<file path="config.mk">
export PLATFORM = sky130hd
export DESIGN_NAME = ctp_can_pin_ctrl
export DESIGN_NICKNAME = d
export VERILOG_FILES = /design/src/ctp_pkg.sv /design/src/ctp_can_pin_ctrl.sv /design/src/ctp_wake_filter.sv
export VERILOG_INCLUDE_DIRS = /design/src
export SDC_FILE = /design/constraint.sdc
export NUM_CORES = 1
export LEC_CHECK = 0
export ABC_AREA = 1
export BUFFER_PORTS_ARGS = -buffer_cell sky130_fd_sc_hd__buf_2
export CAP_MARGIN = 20
export CORE_MARGIN = 2
export CORE_UTILIZATION = 55
export DETAILED_ROUTE_END_ITERATION = 10
export GPL_TIMING_DRIVEN = 0
export PLACE_DENSITY_LB_ADDON = 0.1
export SYNTH_ARGS = -nofsm -noshare
export SYNTH_HDL_FRONTEND = slang
export SYNTH_HIERARCHICAL = 1
export SYNTH_SLANG_ARGS = --single-unit
</file>
<file path="constraint.sdc">
create_clock -name clk -period 4 [get_ports clk]
set_clock_uncertainty 0.2 [all_clocks]
set_input_delay 0.6 -clock clk [delete_from_list [all_inputs] [get_ports clk]]
set_output_delay 0.6 -clock clk [all_outputs]
set_load 0.02 [all_outputs]
</file>
<file path="src/ctp_consts.svh">
// Timing constants and reset values for the CAN transceiver pin control.
`ifndef CTP_CONSTS_SVH
`define CTP_CONSTS_SVH

// ***************************************************************
// Clock
// ***************************************************************
`define CTP_CLK_PERIOD_PS        8000

// ***************************************************************
// Times in picoseconds and their cycle counts
// ***************************************************************
// Least times round up to whole cycles.
`define CTP_DOM_TIMEOUT_PS       30000000
`define CTP_DOM_TIMEOUT_CYC \
   ((`CTP_DOM_TIMEOUT_PS + `CTP_CLK_PERIOD_PS - 1) / `CTP_CLK_PERIOD_PS)
`define CTP_RESET_DELAY_PS       20000000
`define CTP_RESET_DELAY_CYC \
   ((`CTP_RESET_DELAY_PS + `CTP_CLK_PERIOD_PS - 1) / `CTP_CLK_PERIOD_PS)
`define CTP_CLAMP_TIME_PS        10000000
`define CTP_CLAMP_CYC \
   ((`CTP_CLAMP_TIME_PS + `CTP_CLK_PERIOD_PS - 1) / `CTP_CLK_PERIOD_PS)
`define CTP_WAKE_HOLD_PS         25000000
`define CTP_WAKE_HOLD_CYC \
   ((`CTP_WAKE_HOLD_PS + `CTP_CLK_PERIOD_PS - 1) / `CTP_CLK_PERIOD_PS)
`define CTP_WAKE_FILT_PS         1000000
`define CTP_WAKE_FILT_CYC \
   ((`CTP_WAKE_FILT_PS + `CTP_CLK_PERIOD_PS - 1) / `CTP_CLK_PERIOD_PS)

// ***************************************************************
// Reset values
// ***************************************************************
`define CTP_RXD_RST              1'b1
`define CTP_RST_LOW_RST          1'b1
`define CTP_SENS_EN_RST          1'b0

`endif

</file>
<file path="src/ctp_pkg.sv">
// Types and shared arithmetic for the CAN transceiver pin control.
package ctp_pkg;

   typedef logic [11:0] ctp_cnt_t;

   typedef enum logic [2:0] {
      CTP_OFF,
      CTP_STANDBY,
      CTP_NORMAL,
      CTP_SILENT,
      CTP_SLEEP
   } ctp_mode_t;

   typedef enum logic [1:0] {
      CTP_EDGE_RISE,
      CTP_EDGE_FALL,
      CTP_EDGE_BOTH
   } ctp_edge_t;

   typedef struct packed {
      logic       filt_lvl;
      ctp_cnt_t   filt_cnt;
      logic       hold_act;
      ctp_cnt_t   hold_cnt;
      logic       wake;
   } ctp_wake_st_t;

   typedef struct packed {
      ctp_mode_t  mode;
      logic       second_on;
      logic       fail_safe;
      ctp_cnt_t   rst_cnt;
      logic       rst_low;
      ctp_cnt_t   dom_cnt;
      logic       dom_to;
      logic       tx_lock;
      ctp_cnt_t   clamp_cnt;
      logic       clamped;
      logic       wake_flag;
      logic       drive;
      logic       rxd;
      logic       sens_en;
      logic       ov_prev;
      logic       uv_prev;
      logic       ov_evt;
      logic       uv_evt;
   } ctp_main_st_t;

   // Counter step that stops at the limit instead of wrapping.
   function automatic ctp_cnt_t ctp_sat_inc(input ctp_cnt_t c,
                                            input ctp_cnt_t lim);
      ctp_sat_inc = (c >= lim) ? lim : c + 12'h001;
   endfunction

endpackage

</file>
<file path="src/ctp_can_pin_ctrl.sv">
// CAN transceiver digital pin control: modes, drivers, receive, reset.
`timescale 1ns/100ps
`default_nettype none
`include "ctp_consts.svh"

module ctp_can_pin_ctrl (
   // Clock and reset
   input  wire logic           clk,
   input  wire logic           rst_b,
   // Supplies and supervision
   input  wire logic           battery_supply_ok,
   input  wire logic           second_battery_supply_ok,
   input  wire logic           main_reg_uv,
   output logic                main_reg_en,
   output logic                second_reg_en,
   output logic                lin2_fail_safe,
   // Reset pin, open drain
   input  wire logic           reset_inout_n_in,
   output logic                reset_inout_n_out,
   output logic                reset_inout_n_oe,
   // Mode control
   input  wire logic           mode_req_stb,
   input  wire ctp_pkg::ctp_mode_t mode_req,
   output ctp_pkg::ctp_mode_t  mode,
   // Controller pins
   input  wire logic           txd_in,
   input  wire logic           txd_driven,
   output logic                rxd_out,
   input  wire logic           rxd_sense,
   // Bus side
   input  wire logic           bus_rx_dominant,
   input  wire logic           remote_wake,
   output logic                bus_high_line_drv_en,
   output logic                bus_low_line_drv_en,
   output logic                bus_bias_en,
   output logic                dom_timeout_flag,
   output logic                rxd_clamp_flag,
   // Local wake
   input  wire logic           local_wake_in,
   input  wire logic           local_wake_en,
   input  wire ctp_pkg::ctp_edge_t local_wake_edge,
   // Sensor supply
   input  wire logic           sensor_en_req,
   input  wire logic           sensor_ov_det,
   input  wire logic           sensor_uv_det,
   input  wire logic           sensor_ov_capt_en,
   input  wire logic           sensor_uv_capt_en,
   output logic                sensor_supply_en,
   output logic                sensor_ov_event,
   output logic                sensor_uv_event
);
   import ctp_pkg::*;

   // ************************************************************
   // Constants and state
   // ************************************************************
   localparam ctp_cnt_t DOM_CYC   = 12'(`CTP_DOM_TIMEOUT_CYC);
   localparam ctp_cnt_t RST_CYC   = 12'(`CTP_RESET_DELAY_CYC);
   localparam ctp_cnt_t CLAMP_CYC = 12'(`CTP_CLAMP_CYC);
   // Every count fits the 12-bit counter type.
   // A longer time needs a wider type.

   // One record holds all state; the logic below fills a copy.
   ctp_main_st_t s_q;
   ctp_main_st_t s_d;
   logic         txd_eff;
   logic         local_wake;
   logic         wake_ev;
   logic         tx_ok;

   // ************************************************************
   // Local wake detector
   // ************************************************************
   // Unused local wake should be switched off by software; the
   // enable only arms the detector in the low-power modes.
   // The filter runs in every mode, so its level has settled
   // by the time a low-power mode arms the hold timer.
   ctp_wake_filter u_wake (
      .clk        (clk),
      .rst_b      (rst_b),
      .enable     (local_wake_en &&
                   (s_q.mode == CTP_SLEEP || s_q.mode == CTP_STANDBY)),
      .edge_sel   (local_wake_edge),
      .wake_in    (local_wake_in),
      .wake_pulse (local_wake)
   );

   // ************************************************************
   // Next state
   // ************************************************************
   // Fields not assigned below keep their registered value.
   always_comb begin
      s_d = s_q;
      s_d.ov_evt = 1'b0;
      s_d.uv_evt = 1'b0;
      // The internal pull-up makes an undriven input read high.
      txd_eff = txd_in | ~txd_driven;
      // Local and remote wake share one path.
      wake_ev = local_wake | remote_wake;
      tx_ok = 1'b0;

      // Supplies and power-up modes.
      // Priority: supply loss, power-up, external reset, wake
      // from Sleep, then a request; a request for the unpowered
      // mode is ignored, as only the supply reaches it.
      s_d.second_on = second_battery_supply_ok;
      s_d.fail_safe = second_battery_supply_ok & ~battery_supply_ok;
      if (!battery_supply_ok) begin
         s_d.mode = CTP_OFF;
      end else if (s_q.mode == CTP_OFF) begin
         s_d.mode = CTP_STANDBY;
      end else if (!reset_inout_n_in && !s_q.rst_low) begin
         // An external reset returns the transceiver to Standby.
         s_d.mode = CTP_STANDBY;
      end else if (s_q.mode == CTP_SLEEP && wake_ev) begin
         s_d.mode = CTP_STANDBY;
      end else if (mode_req_stb && mode_req != CTP_OFF) begin
         s_d.mode = mode_req;
      end

      // Wake flag is set in the low-power modes and cleared on
      // leaving them; a wake in the entry cycle from Normal or Silent sets it.
      // It survives Sleep to Standby; only Normal, Silent or supply loss
      // clears it, so a wake stays visible until software acts on it.
      if ((s_d.mode == CTP_STANDBY || s_d.mode == CTP_SLEEP) &&
          (s_q.mode == CTP_STANDBY || s_q.mode == CTP_SLEEP ||
           s_q.mode == CTP_OFF)) begin
         if (wake_ev) begin
            s_d.wake_flag = 1'b1;
         end
      end else if (wake_ev && s_d.mode != CTP_OFF &&
                   s_d.mode != CTP_NORMAL && s_d.mode != CTP_SILENT) begin
         s_d.wake_flag = 1'b1;
      end else begin
         s_d.wake_flag = 1'b0;
      end

      // Reset pin: low under undervoltage and for the delay after.
      // The unpowered mode restarts the delay, so every power-up
      // gets a full delay.
      // A new undervoltage restarts it too.
      if (main_reg_uv || s_q.mode == CTP_OFF) begin
         s_d.rst_low = 1'b1;
         s_d.rst_cnt = '0;
      end else if (s_q.rst_low) begin
         if (s_q.rst_cnt == RST_CYC - 12'h001) begin
            s_d.rst_low = 1'b0;
            s_d.rst_cnt = '0;
         end else begin
            s_d.rst_cnt = ctp_sat_inc(s_q.rst_cnt, RST_CYC);
         end
      end

      // Dominant time-out: runs while the input is low.
      // The count advances in Normal mode only and holds elsewhere;
      // once the flag is set it stops until the input rises.
      if (txd_eff) begin
         s_d.dom_cnt = '0;
         s_d.dom_to  = 1'b0;
      end else if (s_q.mode == CTP_NORMAL && !s_q.dom_to) begin
         if (s_q.dom_cnt == DOM_CYC - 12'h001) begin
            s_d.dom_to = 1'b1;
         end else begin
            s_d.dom_cnt = ctp_sat_inc(s_q.dom_cnt, DOM_CYC);
         end
      end

      // Input stuck low at Normal entry locks until it goes high.
      // The lock uses the level of the entry cycle itself.
      // A low that starts a cycle later drives as usual.
      if (s_d.mode == CTP_NORMAL && s_q.mode != CTP_NORMAL) begin
         s_d.tx_lock = ~txd_eff;
      end else if (txd_eff || s_d.mode != CTP_NORMAL) begin
         s_d.tx_lock = 1'b0;
      end

      // Receive clamping: bus dominant yet the receive pin reads
      // recessive means the controller cannot see the bus.
      // Only a low receive pin clears the flag; a recessive bus
      // merely restarts the count.
      if (rxd_sense && bus_rx_dominant) begin
         if (s_q.clamp_cnt == CLAMP_CYC - 12'h001) begin
            s_d.clamped = 1'b1;
         end else begin
            s_d.clamp_cnt = ctp_sat_inc(s_q.clamp_cnt, CLAMP_CYC);
         end
      end else if (!rxd_sense) begin
         s_d.clamp_cnt = '0;
         s_d.clamped = 1'b0;
      end else begin
         s_d.clamp_cnt = '0;
      end

      // Bus drivers are only ever on in Normal mode.
      // Next-state values drop the drivers in the same cycle as a
      // mode change, a time-out or a clamp.
      // Only this path may turn them on.
      tx_ok = (s_d.mode == CTP_NORMAL) && !s_d.dom_to &&
              !s_d.tx_lock && !s_d.clamped;
      s_d.drive = tx_ok && !txd_eff;

      // Receive output.
      // The unpowered mode leaves it recessive.
      case (s_d.mode)
         CTP_NORMAL,
         CTP_SILENT:  s_d.rxd = ~bus_rx_dominant;
         CTP_STANDBY,
         CTP_SLEEP:   s_d.rxd = ~s_d.wake_flag;
         default:     s_d.rxd = 1'b1;
      endcase

      // Sensor supply: off after reset, events only when captured.
      // Events mark rising comparator edges, one per excursion,
      // and only while the supply was already on.
      // Capture gates the event, never the comparator.
      s_d.sens_en = sensor_en_req && s_d.mode != CTP_OFF;
      s_d.ov_prev = sensor_ov_det;
      s_d.uv_prev = sensor_uv_det;
      if (s_q.sens_en && sensor_ov_capt_en) begin
         s_d.ov_evt = sensor_ov_det & ~s_q.ov_prev;
      end
      if (s_q.sens_en && sensor_uv_capt_en) begin
         s_d.uv_evt = sensor_uv_det & ~s_q.uv_prev;
      end
   end

   // ************************************************************
   // State register
   // ************************************************************
   // Reset clears all, then sets the recessive receive output and
   // the asserted reset pin.
   always_ff @(posedge clk or negedge rst_b) begin
      if (!rst_b) begin
         s_q         <= '0;
         s_q.mode    <= CTP_OFF;
         s_q.rxd     <= `CTP_RXD_RST;
         s_q.rst_low <= `CTP_RST_LOW_RST;
         s_q.sens_en <= `CTP_SENS_EN_RST;
      end else begin
         s_q <= s_d;
      end
   end

   // ************************************************************
   // Outputs
   // ************************************************************
   assign mode                 = s_q.mode;

   // Main regulator off only when unpowered or asleep.
   assign main_reg_en          = s_q.mode != CTP_OFF &&
                                 s_q.mode != CTP_SLEEP;
   // The second regulator rests in Sleep.
   assign second_reg_en        = s_q.second_on &&
                                 s_q.mode != CTP_SLEEP;
   assign lin2_fail_safe       = s_q.fail_safe;

   // Open drain: the pin only pulls low, the enable says when.
   assign reset_inout_n_out    = 1'b0;
   assign reset_inout_n_oe     = s_q.rst_low;

   assign rxd_out              = s_q.rxd;
   assign bus_high_line_drv_en = s_q.drive;
   assign bus_low_line_drv_en  = s_q.drive;

   // Biasing stays off when asleep or unpowered so the lines float.
   assign bus_bias_en          = s_q.mode == CTP_NORMAL ||
                                 s_q.mode == CTP_SILENT ||
                                 s_q.mode == CTP_STANDBY;

   // Status flags for the supervising logic.
   assign dom_timeout_flag     = s_q.dom_to;
   assign rxd_clamp_flag       = s_q.clamped;

   assign sensor_supply_en     = s_q.sens_en;
   assign sensor_ov_event      = s_q.ov_evt;
   assign sensor_uv_event      = s_q.uv_evt;

endmodule
`default_nettype wire

</file>
<file path="src/ctp_wake_filter.sv">
// Local wake input noise filter and edge-plus-hold detector.
`timescale 1ns/100ps
`default_nettype none
`include "ctp_consts.svh"

module ctp_wake_filter (
   // Clock and reset
   input  wire logic           clk,
   input  wire logic           rst_b,
   // Control
   input  wire logic           enable,
   input  wire ctp_pkg::ctp_edge_t edge_sel,
   // Pin and result
   input  wire logic           wake_in,
   output logic                wake_pulse
);
   import ctp_pkg::*;

   localparam ctp_cnt_t FILT_CYC = 12'(`CTP_WAKE_FILT_CYC);
   localparam ctp_cnt_t HOLD_CYC = 12'(`CTP_WAKE_HOLD_CYC);

   ctp_wake_st_t s_q;
   ctp_wake_st_t s_d;
   logic         edge_hit;

   always_comb begin
      s_d = s_q;
      s_d.wake = 1'b0;
      edge_hit = 1'b0;
      // The filtered level only moves once the raw pin has disagreed
      // with it for the whole filter time, so glitches never count.
      if (wake_in == s_q.filt_lvl) begin
         s_d.filt_cnt = '0;
      end else if (s_q.filt_cnt == FILT_CYC - 12'h001) begin
         s_d.filt_lvl = wake_in;
         s_d.filt_cnt = '0;
         case (edge_sel)
            CTP_EDGE_RISE: edge_hit = wake_in;
            CTP_EDGE_FALL: edge_hit = ~wake_in;
            CTP_EDGE_BOTH: edge_hit = 1'b1;
            default:       edge_hit = 1'b0;
         endcase
      end else begin
         s_d.filt_cnt = ctp_sat_inc(s_q.filt_cnt, FILT_CYC);
      end
      if (!enable) begin
         s_d.hold_act = 1'b0;
         s_d.hold_cnt = '0;
      end else if (edge_hit) begin
         s_d.hold_act = 1'b1;
         s_d.hold_cnt = '0;
      end else if (s_q.hold_act) begin
         // An unselected edge of the level inside the hold time cancels it.
         if (s_d.filt_lvl != s_q.filt_lvl) begin
            s_d.hold_act = 1'b0;
         end else if (s_q.hold_cnt == HOLD_CYC) begin
            s_d.hold_act = 1'b0;
            s_d.wake = 1'b1;
         end else begin
            s_d.hold_cnt = ctp_sat_inc(s_q.hold_cnt, HOLD_CYC);
         end
      end
   end

   always_ff @(posedge clk or negedge rst_b) begin
      if (!rst_b) begin
         s_q <= '0;
      end else begin
         s_q <= s_d;
      end
   end

   assign wake_pulse = s_q.wake;

endmodule
`default_nettype wire

</file>
### Yosys cells after proc, flatten, opt, wreduce, memory -nomap -nowiden

Index checks and enable logic that the tools add are counted.

* reductions and logical operators: 45
* magnitude comparators: 5
* multiplexer cells: 47
* equality and inequality tests: 26
* $add $sub $neg: 5
* bitwise gates (word level): 13

Operators with widths (count)
* 2-to-1 mux 12 bit: 11
* 2-to-1 mux 13 bit: 8
* adder 12 x 1 -> 12 bit (second input constant): 5
* == test 12 bit (second input constant): 3
* greater-or-equal comparator 12 bit (second input constant): 3
* logical AND 1 bit: 20
* 2-to-1 mux 1 bit: 20
* 2-to-1 mux 3 bit: 5
* 2-to-1 mux 14 bit: 1
* == test 12 x 11 -> 1 bit (second input constant): 1
* == test 12 x 7 -> 1 bit (second input constant): 1
* == test 3 x 2 -> 1 bit (second input constant): 4
* greater-or-equal comparator 12 x 11 -> 1 bit (second input constant): 1
* greater-or-equal comparator 12 x 7 -> 1 bit (second input constant): 1
* inequality test 3 bit (second input constant): 4
* inequality test 3 x 2 -> 1 bit (second input constant): 3
* nonzero test 3 bit: 3
* inverter 1 bit: 8
* zero test 1 bit: 7
* logical OR 1 bit: 7
* == test 3 x 1 -> 1 bit (second input constant): 2
* == test 3 bit (second input constant): 2
* inequality test 2 bit (second input constant): 2
* nonzero test 2 bit: 2
* other kinds (13): 17

* logic and storage cells: 164
* output and inout port bits: 17
* bits in registers: 80
* input port bits: 24

### Depth between registers and ports, before layout

Gate-level depths: netlist of the first run.

* depth after elaboration: 15
* mapped depth: 12
* mapped depth without buffers: 12

### Hierarchy

Netlist of the first run, hierarchy kept.

Modules (own cells, without submodules)
* ctp_can_pin_ctrl: seq. area each 1328.8 um^2, area each 3074.2 um^2, cells each 395, instances 1
* ctp_wake_filter: seq. area each 675.6 um^2, area each 1649.1 um^2, cells each 208, instances 1

### Worst setup path after synthesis of the first run

No wires, ideal clock.

* path kind: register to output
* start point: register mode[0] (netlist name)
* end point: output port second_reg_en
* setup slack: 2.218 ns
* data required time: 3.200 ns
* cell stages (with the launch flop): 3
* data arrival time: 0.982 ns
* cell sequence: dfrtp_1 -> nor2_1 -> a21boi_0

* longest elaborated chain between the ends: 2

RTL lines
* inequality test 3 bit: line ctp_can_pin_ctrl.sv:254 `s_q.mode != CTP_SLEEP;`
* logical AND 1 bit: line ctp_can_pin_ctrl.sv:253 `assign second_reg_en = s_q.second_on &&`
* end: declaration: line ctp_can_pin_ctrl.sv:15 `output logic second_reg_en,`

Every way passes these cells.

### Final worst setup path of the first run

* start point: register mode[0] (netlist name)
* end point: output port second_reg_en

* longest elaborated chain between the ends: 2

RTL lines (line)
* inequality test 3 bit: ctp_can_pin_ctrl.sv:254
* logical AND 1 bit: ctp_can_pin_ctrl.sv:253

Every way passes these cells.

==> results of run 1 <==
[per-stage QoR]
stage / instance area (um^2) / setup slack [ns] / power, uW / utilization (%)
2_1_floorplan: 4740 / 2.22 / 951 / -
3_3_place_gp: 5070 / 1.52 / 1010 / 61.4
3_5_place_dp: 5100 / 2.05 / 1020 / 61.7
4_1_cts: 5300 / 1.79 / 1590 / 64.2
5_1_grt: 5300 / 1.72 / 1650 / 64.2
6_report: 5300 / 1.78 / 1570 / 64.2
[final timing paths]
path	cells after the start	endpoint	slack, ns	startpoint
max	3	second_reg_en	1.78	mode[0]
min	1	s_q[2]	0.17	sensor_uv_det
max reg2reg	9	s_q[11]	2.02	s_q[9]
min reg2reg	1	sensor_uv_event	0.20	s_q[2]
max in group asynchronous	3	reset_inout_n_oe	2.57	rst_b
min in group asynchronous	2	u_wake/s_q[3]	0.42	rst_b
[state kept, by name, summed over array words and instances (netlist names)]
name                  count
s_q                      41
lin2_fail_safe            1
rxd_out                   1
u_wake/s_q               26
mode                      3
reset_inout_n_oe          1
sensor_uv_event           1
bus_high_line_drv_en      1
sensor_ov_event           1
dom_timeout_flag          1
rxd_clamp_flag            1
sensor_supply_en          1
u_wake/wake_pulse         1
[power groups by stage]
| stage | logic [uW] | clock network (uW) | registers, uW |
|---|---|---|---|
| 3_3_place_gp | 144 | 0 | 863 |
| 2_1_floorplan | 87.8 | 0 | 863 |
| 5_1_grt | 173 | 626 | 851 |
| 6_report | 152 | 566 | 848 |
| 3_5_place_dp | 152 | 0 | 864 |
| 4_1_cts | 153 | 588 | 848 |
[routing by layer]
metal | vias up | part of all wire, %
li1 | 2042 | -
met1 | 1858 | 46
met2 | 84 | 48
met3 | 14 | 3.7
met4 | 0 | 1.7
met5 | - | 0
[cells by family after synthesis]
kind of cell | after synthesis | synth area share, %
AND/OR/NAND/NOR | 335 | 33.7
buffers and inverters | 93 | 8.26
flip-flops | 80 | 42.4
AO/OA/AOI/OAI | 53 | 6.68
XOR/XNOR | 25 | 4.79
adder cells (fa/ha/maj) | 14 | 3.71
other | 2 | 0.159
multiplexers | 1 | 0.238
[layout by cell type (no fill, tap or decap), drive strengths merged]
cell type | netlist | layout
dfrtp | 78 | 78
inv | 82 | 84
conb | 2 | 7
nand2 | 162 | 162
nor4 | 1 | 1
clkbuf | 1 | 12
nand3b | 1 | 1
mux2 | 1 | 1
nand4 | 27 | 27
or2 | 4 | 4
a31oi | 6 | 6
nor2 | 72 | 72
xor2 | 20 | 20
o21ai | 27 | 27
buf | 10 | 50
nand3 | 50 | 50
ha | 14 | 14
clkinvlp | 0 | 1
clkinv | 0 | 2
a21oi | 8 | 8
nor3b | 4 | 4
and3 | 1 | 1
o21bai | 2 | 2
dlygate4sd3 | 0 | 1
o2111ai | 1 | 1
dfstp | 2 | 2
xnor2 | 5 | 5
a21boi | 3 | 3
and2 | 1 | 1
nor3 | 11 | 11
and3b | 1 | 1
o22ai | 6 | 6
[worst max-delay path: stages, from the launching register on]
cell and delay (ns):
dfrtp_1 0.44, nor2_1 0.28, a21boi_0 0.17, buf_2 0.19
[what timing repair did]
| item | CTS | global route |
|---|---|---|
| buffers inserted | 0 | 0 |
| hold buffers | 1 | 0 |
| hold endpoints to repair | 9 | 0 |
[cell type report]
cell class / instances / area (um^2)
well taps: 105 / 131
inverters: 82 / 308
fillers: 749 / 2960
multi-input cells: 435 / 2350
clock inverters: 5 / 38.8
repair buffers: 41 / 235
plain buffers: 11 / 82.6
clock buffers: 11 / 151
flip-flops and latches: 80 / 2000
==> results.md, run 1 <==
- CTS tree: yes
- Grt peak-use layer: met2
- Leak: 0.00267 uW
- Syn Inst Count: 603
- DRC Markers: 0
- Synth warn: 6
- Hold slack: ~0.17 ns
- Most frequent cells after synthesis: nand2_1 (154), dfrtp_1 (78), inv_1 (72)
- DP Wirelength: a little over 7 mm
- Clock latency on the worst-skew pair: 0.35 ns
- Core Area: 8260 um^2
- Post-synthesis cell type count: 47
- Max Buffers Root-to-Sink: 2
- Initial DRC Count: 206
- Net Sw Power: 419 uW
- Mapped Area: 4720 um^2
- Hold Vio Cnt, Final: 0
- GR Util met2: a little over a third
- Nets: 698
- RD Place Congestion: between 0.8 and 0.9
- FP Rows: 33
- # H-tree levels: 3
- Vias in the first global route: slightly below 4k
- Root buffer cell: clkbuf_8
- Via count: 3,998
- # resized after CTS: 0
- Count of flip-flops with a built-in enable after synthesis: 0
- Top cells by area, synth: dfrtp_1 (41%), nand2_1 (12%), inv_1 (5.7%)
- # IOs: 41
- Via density per instance: 5.19
- ANT cells: 0
- Total detailed-routing wirelength: ~10 mm
- Power per cell area: between 200 and 300 nW/um^2
- Port Buf Inserts: 39
- Main flop type after synthesis: dfrtp_1
- Clock buffer count from CTS: 9
- Mapped Avg Cell Area: 7.83 um^2
- Clk sinks: 80
- First-pass GRT wire length: 17.1 mm
- Async SR Flop Fraction: 100%
- Final global-route overflow total: 0
- Largest net degree at the start of global routing: 72
- Arr. time, crit path: 1.42 ns
- Max Cap Viol: 0
- Sequential cell area fraction in the yosys report: 42.4%
- Reg power frac: 54.2%
- Critical path launch point type: register
- CP max FO: 6
- Met1 Use GR: 29.0%
- Peak supply drop: ~0.15 mV
- Routed len/inst: ~13 um
- Initial antenna violation count: 0
- Post-Layout Cell Count: 770
- Pint: 1150 uW
- Clk slew on worst S/H paths: 0.09 ns
- Worst path required time: 3.20 ns
- Max Slew Vio Count: 0
- Area Growth Syn to Fin: 12.2%
- Combinational share of power: 9.7%
- Switching share of power: 26.8%
- Die width: 96.7 um
- Die area: around 9300 um^2
- Most numerous cell in the Yosys netlist: nand2_1
- Clock network power share: around 36%
- Post-route setup TNS: 0 ns
- RSZ-0062 raised after global routing: no
- GR Util All Layers: a little over a fifth
- Crit. End Element: primary output
- Hold Path Class: input port to register
- Cell taking the most area after synthesis: dfrtp_1
- Final setup vio count: 0
- Critical path class: register to primary output
- GRT met3 Usage: 3.47%
- Post-DRT Antenna Nets: 0
- Minimum clock period: 2.22 ns
- First-pass DRT Iterations: 5
- Period utilisation layout: 55.6%
- Outcome: finished, final reports clean
- Initial Util: 57.2%
- Share of the synthesized area in the top cell type: 41.3%
- Layout cells sized above 1: 17.4%
- Placed Instances: 753
- Synthesized flop and latch total: 80
- F_max: between 400 and 500 MHz
- Die Span Y: 96.7 um
Note: power is estimated with default switching activity, not from simulation.
==> run 2, diff against run 1 <==
clock period = 2.12 ns   (was 4 ns; I/O delays follow)
==> run 2 against run 1 <==
Cell area rose by 1.3%. First-iteration DRC count is 8.7% lower. Register-to-register slack lost 1.8 ns. Global-route usage rose by 0.26 points. Via count barely moved.
==> results.md, run 2 (synthesis results as in run 1) <==
- Max Buffers Root-to-Sink: 2 (unchanged)
- Layout cells sized above 1: 17.4% (-0.033 points)
- Initial Util: 57.2% (unchanged)
- Power per cell area: 553 nW/um^2 (+87%)
- Hold Path Class: input port to register
- Clk sinks: 80 (unchanged)
- Dpl ws: 0.167 ns (-1.88 ns)
- First-pass GRT wire length: 17.4 mm (+1.2%)
- Via count: 3,999 (+0.025%)
- Max Slew Vio Count: 0 (unchanged)
- Arr. time, crit path: 1.43 ns (about the same)
- CTS tree: yes
- Most frequent cells in the layout: nand2_1 (154), dfrtp_1 (78), inv_1 (71)
- Worst path required time: 1.60 ns (-1.60 ns)
- Routed len/inst: 12.7 um (-0.18%)
- RD Place Congestion: 0.898 (unchanged)
- DRC Markers: 0 (unchanged)
- CP bufs+invs: 1 (unchanged)
- Top Family by Delay on Critical Path: flip-flops
- DP Wirelength: 7.25 mm (unchanged)
- Max Cap Viol: 0 (unchanged)
- ANT cells: 0 (unchanged)
- Max FFs per register: 41 (unchanged)
- Core Area: 8260 um^2 (unchanged)
- Critical path class: register to primary output
- Post-DRT Antenna Nets: 0 (unchanged)
- # IOs: 41 (unchanged)
- Largest registers: s_q (41), u_wake/s_q (26), mode (3)
- First-pass DRT Iterations: 4 (-1)
- Area Growth Syn to Fin: 13.7%
- Fillcell total: 738 (-1.5%)
- Final setup vio count: 0 (unchanged)
- Die width: 96.7 um (unchanged)
- Port Buf Inserts: 39 (unchanged)
- Outcome: finished, final reports clean
- Worst Setup Slack, final: 0.168 ns (-1.61 ns)
- Commonest non-fill, non-tap cell in the layout: nand2_1
- Total power: 2970 uW (+90%)
- CP max FO: 6 (unchanged)
- Final global-route overflow total: 0 (unchanged)
- CP max stage delay: 0.44 ns (about the same)
- Via density per instance: 5.15 (-0.88%)
- Period utilisation layout: approximately 90%
- Die Span Y: 96.7 um (unchanged)
- Reg with most FFs: s_q
- Peak supply drop: 0.291 mV (+91%)
- Initial DRC Count: 188 (-8.7%)
- Clock buffer count from CTS: 9 (unchanged)
- GR Util All Layers: 22.2% (+0.26 points)
- Critical-path top delay cell: dfrtp_1
- Critical path launch point type: register
- Largest net degree at the start of global routing: 72 (unchanged)
- CP Cell Sequence: nor2_1 > a21boi_0 > buf_2
- Vias in the first global route: 3,902 (+0.33%)
- F_max: 512 MHz
- Hold Vio Cnt, Final: 0 (unchanged)
- Initial antenna violation count: 0 (unchanged)
- FP Rows: 33 (unchanged)
- Root buffer cell: clkbuf_8
- Hold slack: 0.0361 ns (-0.131 ns)
- Die area: 9350 um^2 (unchanged)
- Sequential cell area: 2000 um^2 (unchanged)
- Total detailed-routing wirelength: 9.88 mm (+0.72%)
- Clock latency on the worst-skew pair: 0.35 ns (about the same)
- Clk slew on worst S/H paths: 0.09 ns (about the same)
- # H-tree levels: 3 (unchanged)
- Crit. End Element: primary output
- Multi-input logic area: 2350 um^2 (unchanged)
- RSZ-0062 raised after global routing: no
- Post-route setup TNS: 0 ns (unchanged)
- Minimum clock period: ~2.0 ns
- Nets: 705 (+1.0%)
- Leak: 0.00270 uW (+1.1%)
run 2: final cells by class:
class / instances / area share [%]
plain buffers: 11 / 1.54
clock buffers: 11 / 2.82
repair buffers: 48 / 5.69
inverters: 82 / 5.73
clock inverters: 5 / 0.722
flip-flops and latches: 80 / 37.3
well taps: 105 / 2.45
multi-input cells: 435 / 43.7
run 2: metrics by stage:
step	util, %	cells	cell area [um^2]
after floorplan	-	608	4740
after global placement	61.4	752	5070
after detailed placement	61.7	753	5100
after CTS	65.0	777	5370
after global routing	65.0	777	5370
final	65.0	777	5370
run 2: per-layer routing:
metal / up-vias / share of wire [%] / global-route usage (%)
li1: 2064 / - / -
met5: - / 0 / 0
met3: 14 / 3.1 / 3.47
met1: 1856 / 47 / 29.6
met2: 65 / 48 / 36.0
met4: 0 / 1.8 / 9.75
run 2: final timing paths:
| path | start | to | slack (ns) | depth (start not counted) |
|---|---|---|---|---|
| min reg2reg | s_q[2] | sensor_uv_event | 0.21 | 1 |
| max | mode[0] | second_reg_en | 0.17 | 3 |
| max in group asynchronous | rst_b | reset_inout_n_oe | 0.97 | 3 |
| max reg2reg | s_q[9] | s_q[11] | 0.19 | 9 |
| min in group asynchronous | rst_b | u_wake/s_q[3] | 0.14 | 2 |
| min | battery_supply_ok | lin2_fail_safe | 0.04 | 2 |
run 2: repair_timing:
action,CTS,global route
buffers inserted,0,0
setup endpoints to repair,0,1
gates resized for setup,0,1
hold buffers,8,0
hold endpoints to repair,86,0
run 2: power breakdown:
part | switching (uW) | total [uW] | internal [uW]
sequential | 34.2 | 1600 | 1570
combinational | 188 | 295 | 107
clock | 577 | 1080 | 498
total | 800 | 2970 | 2170
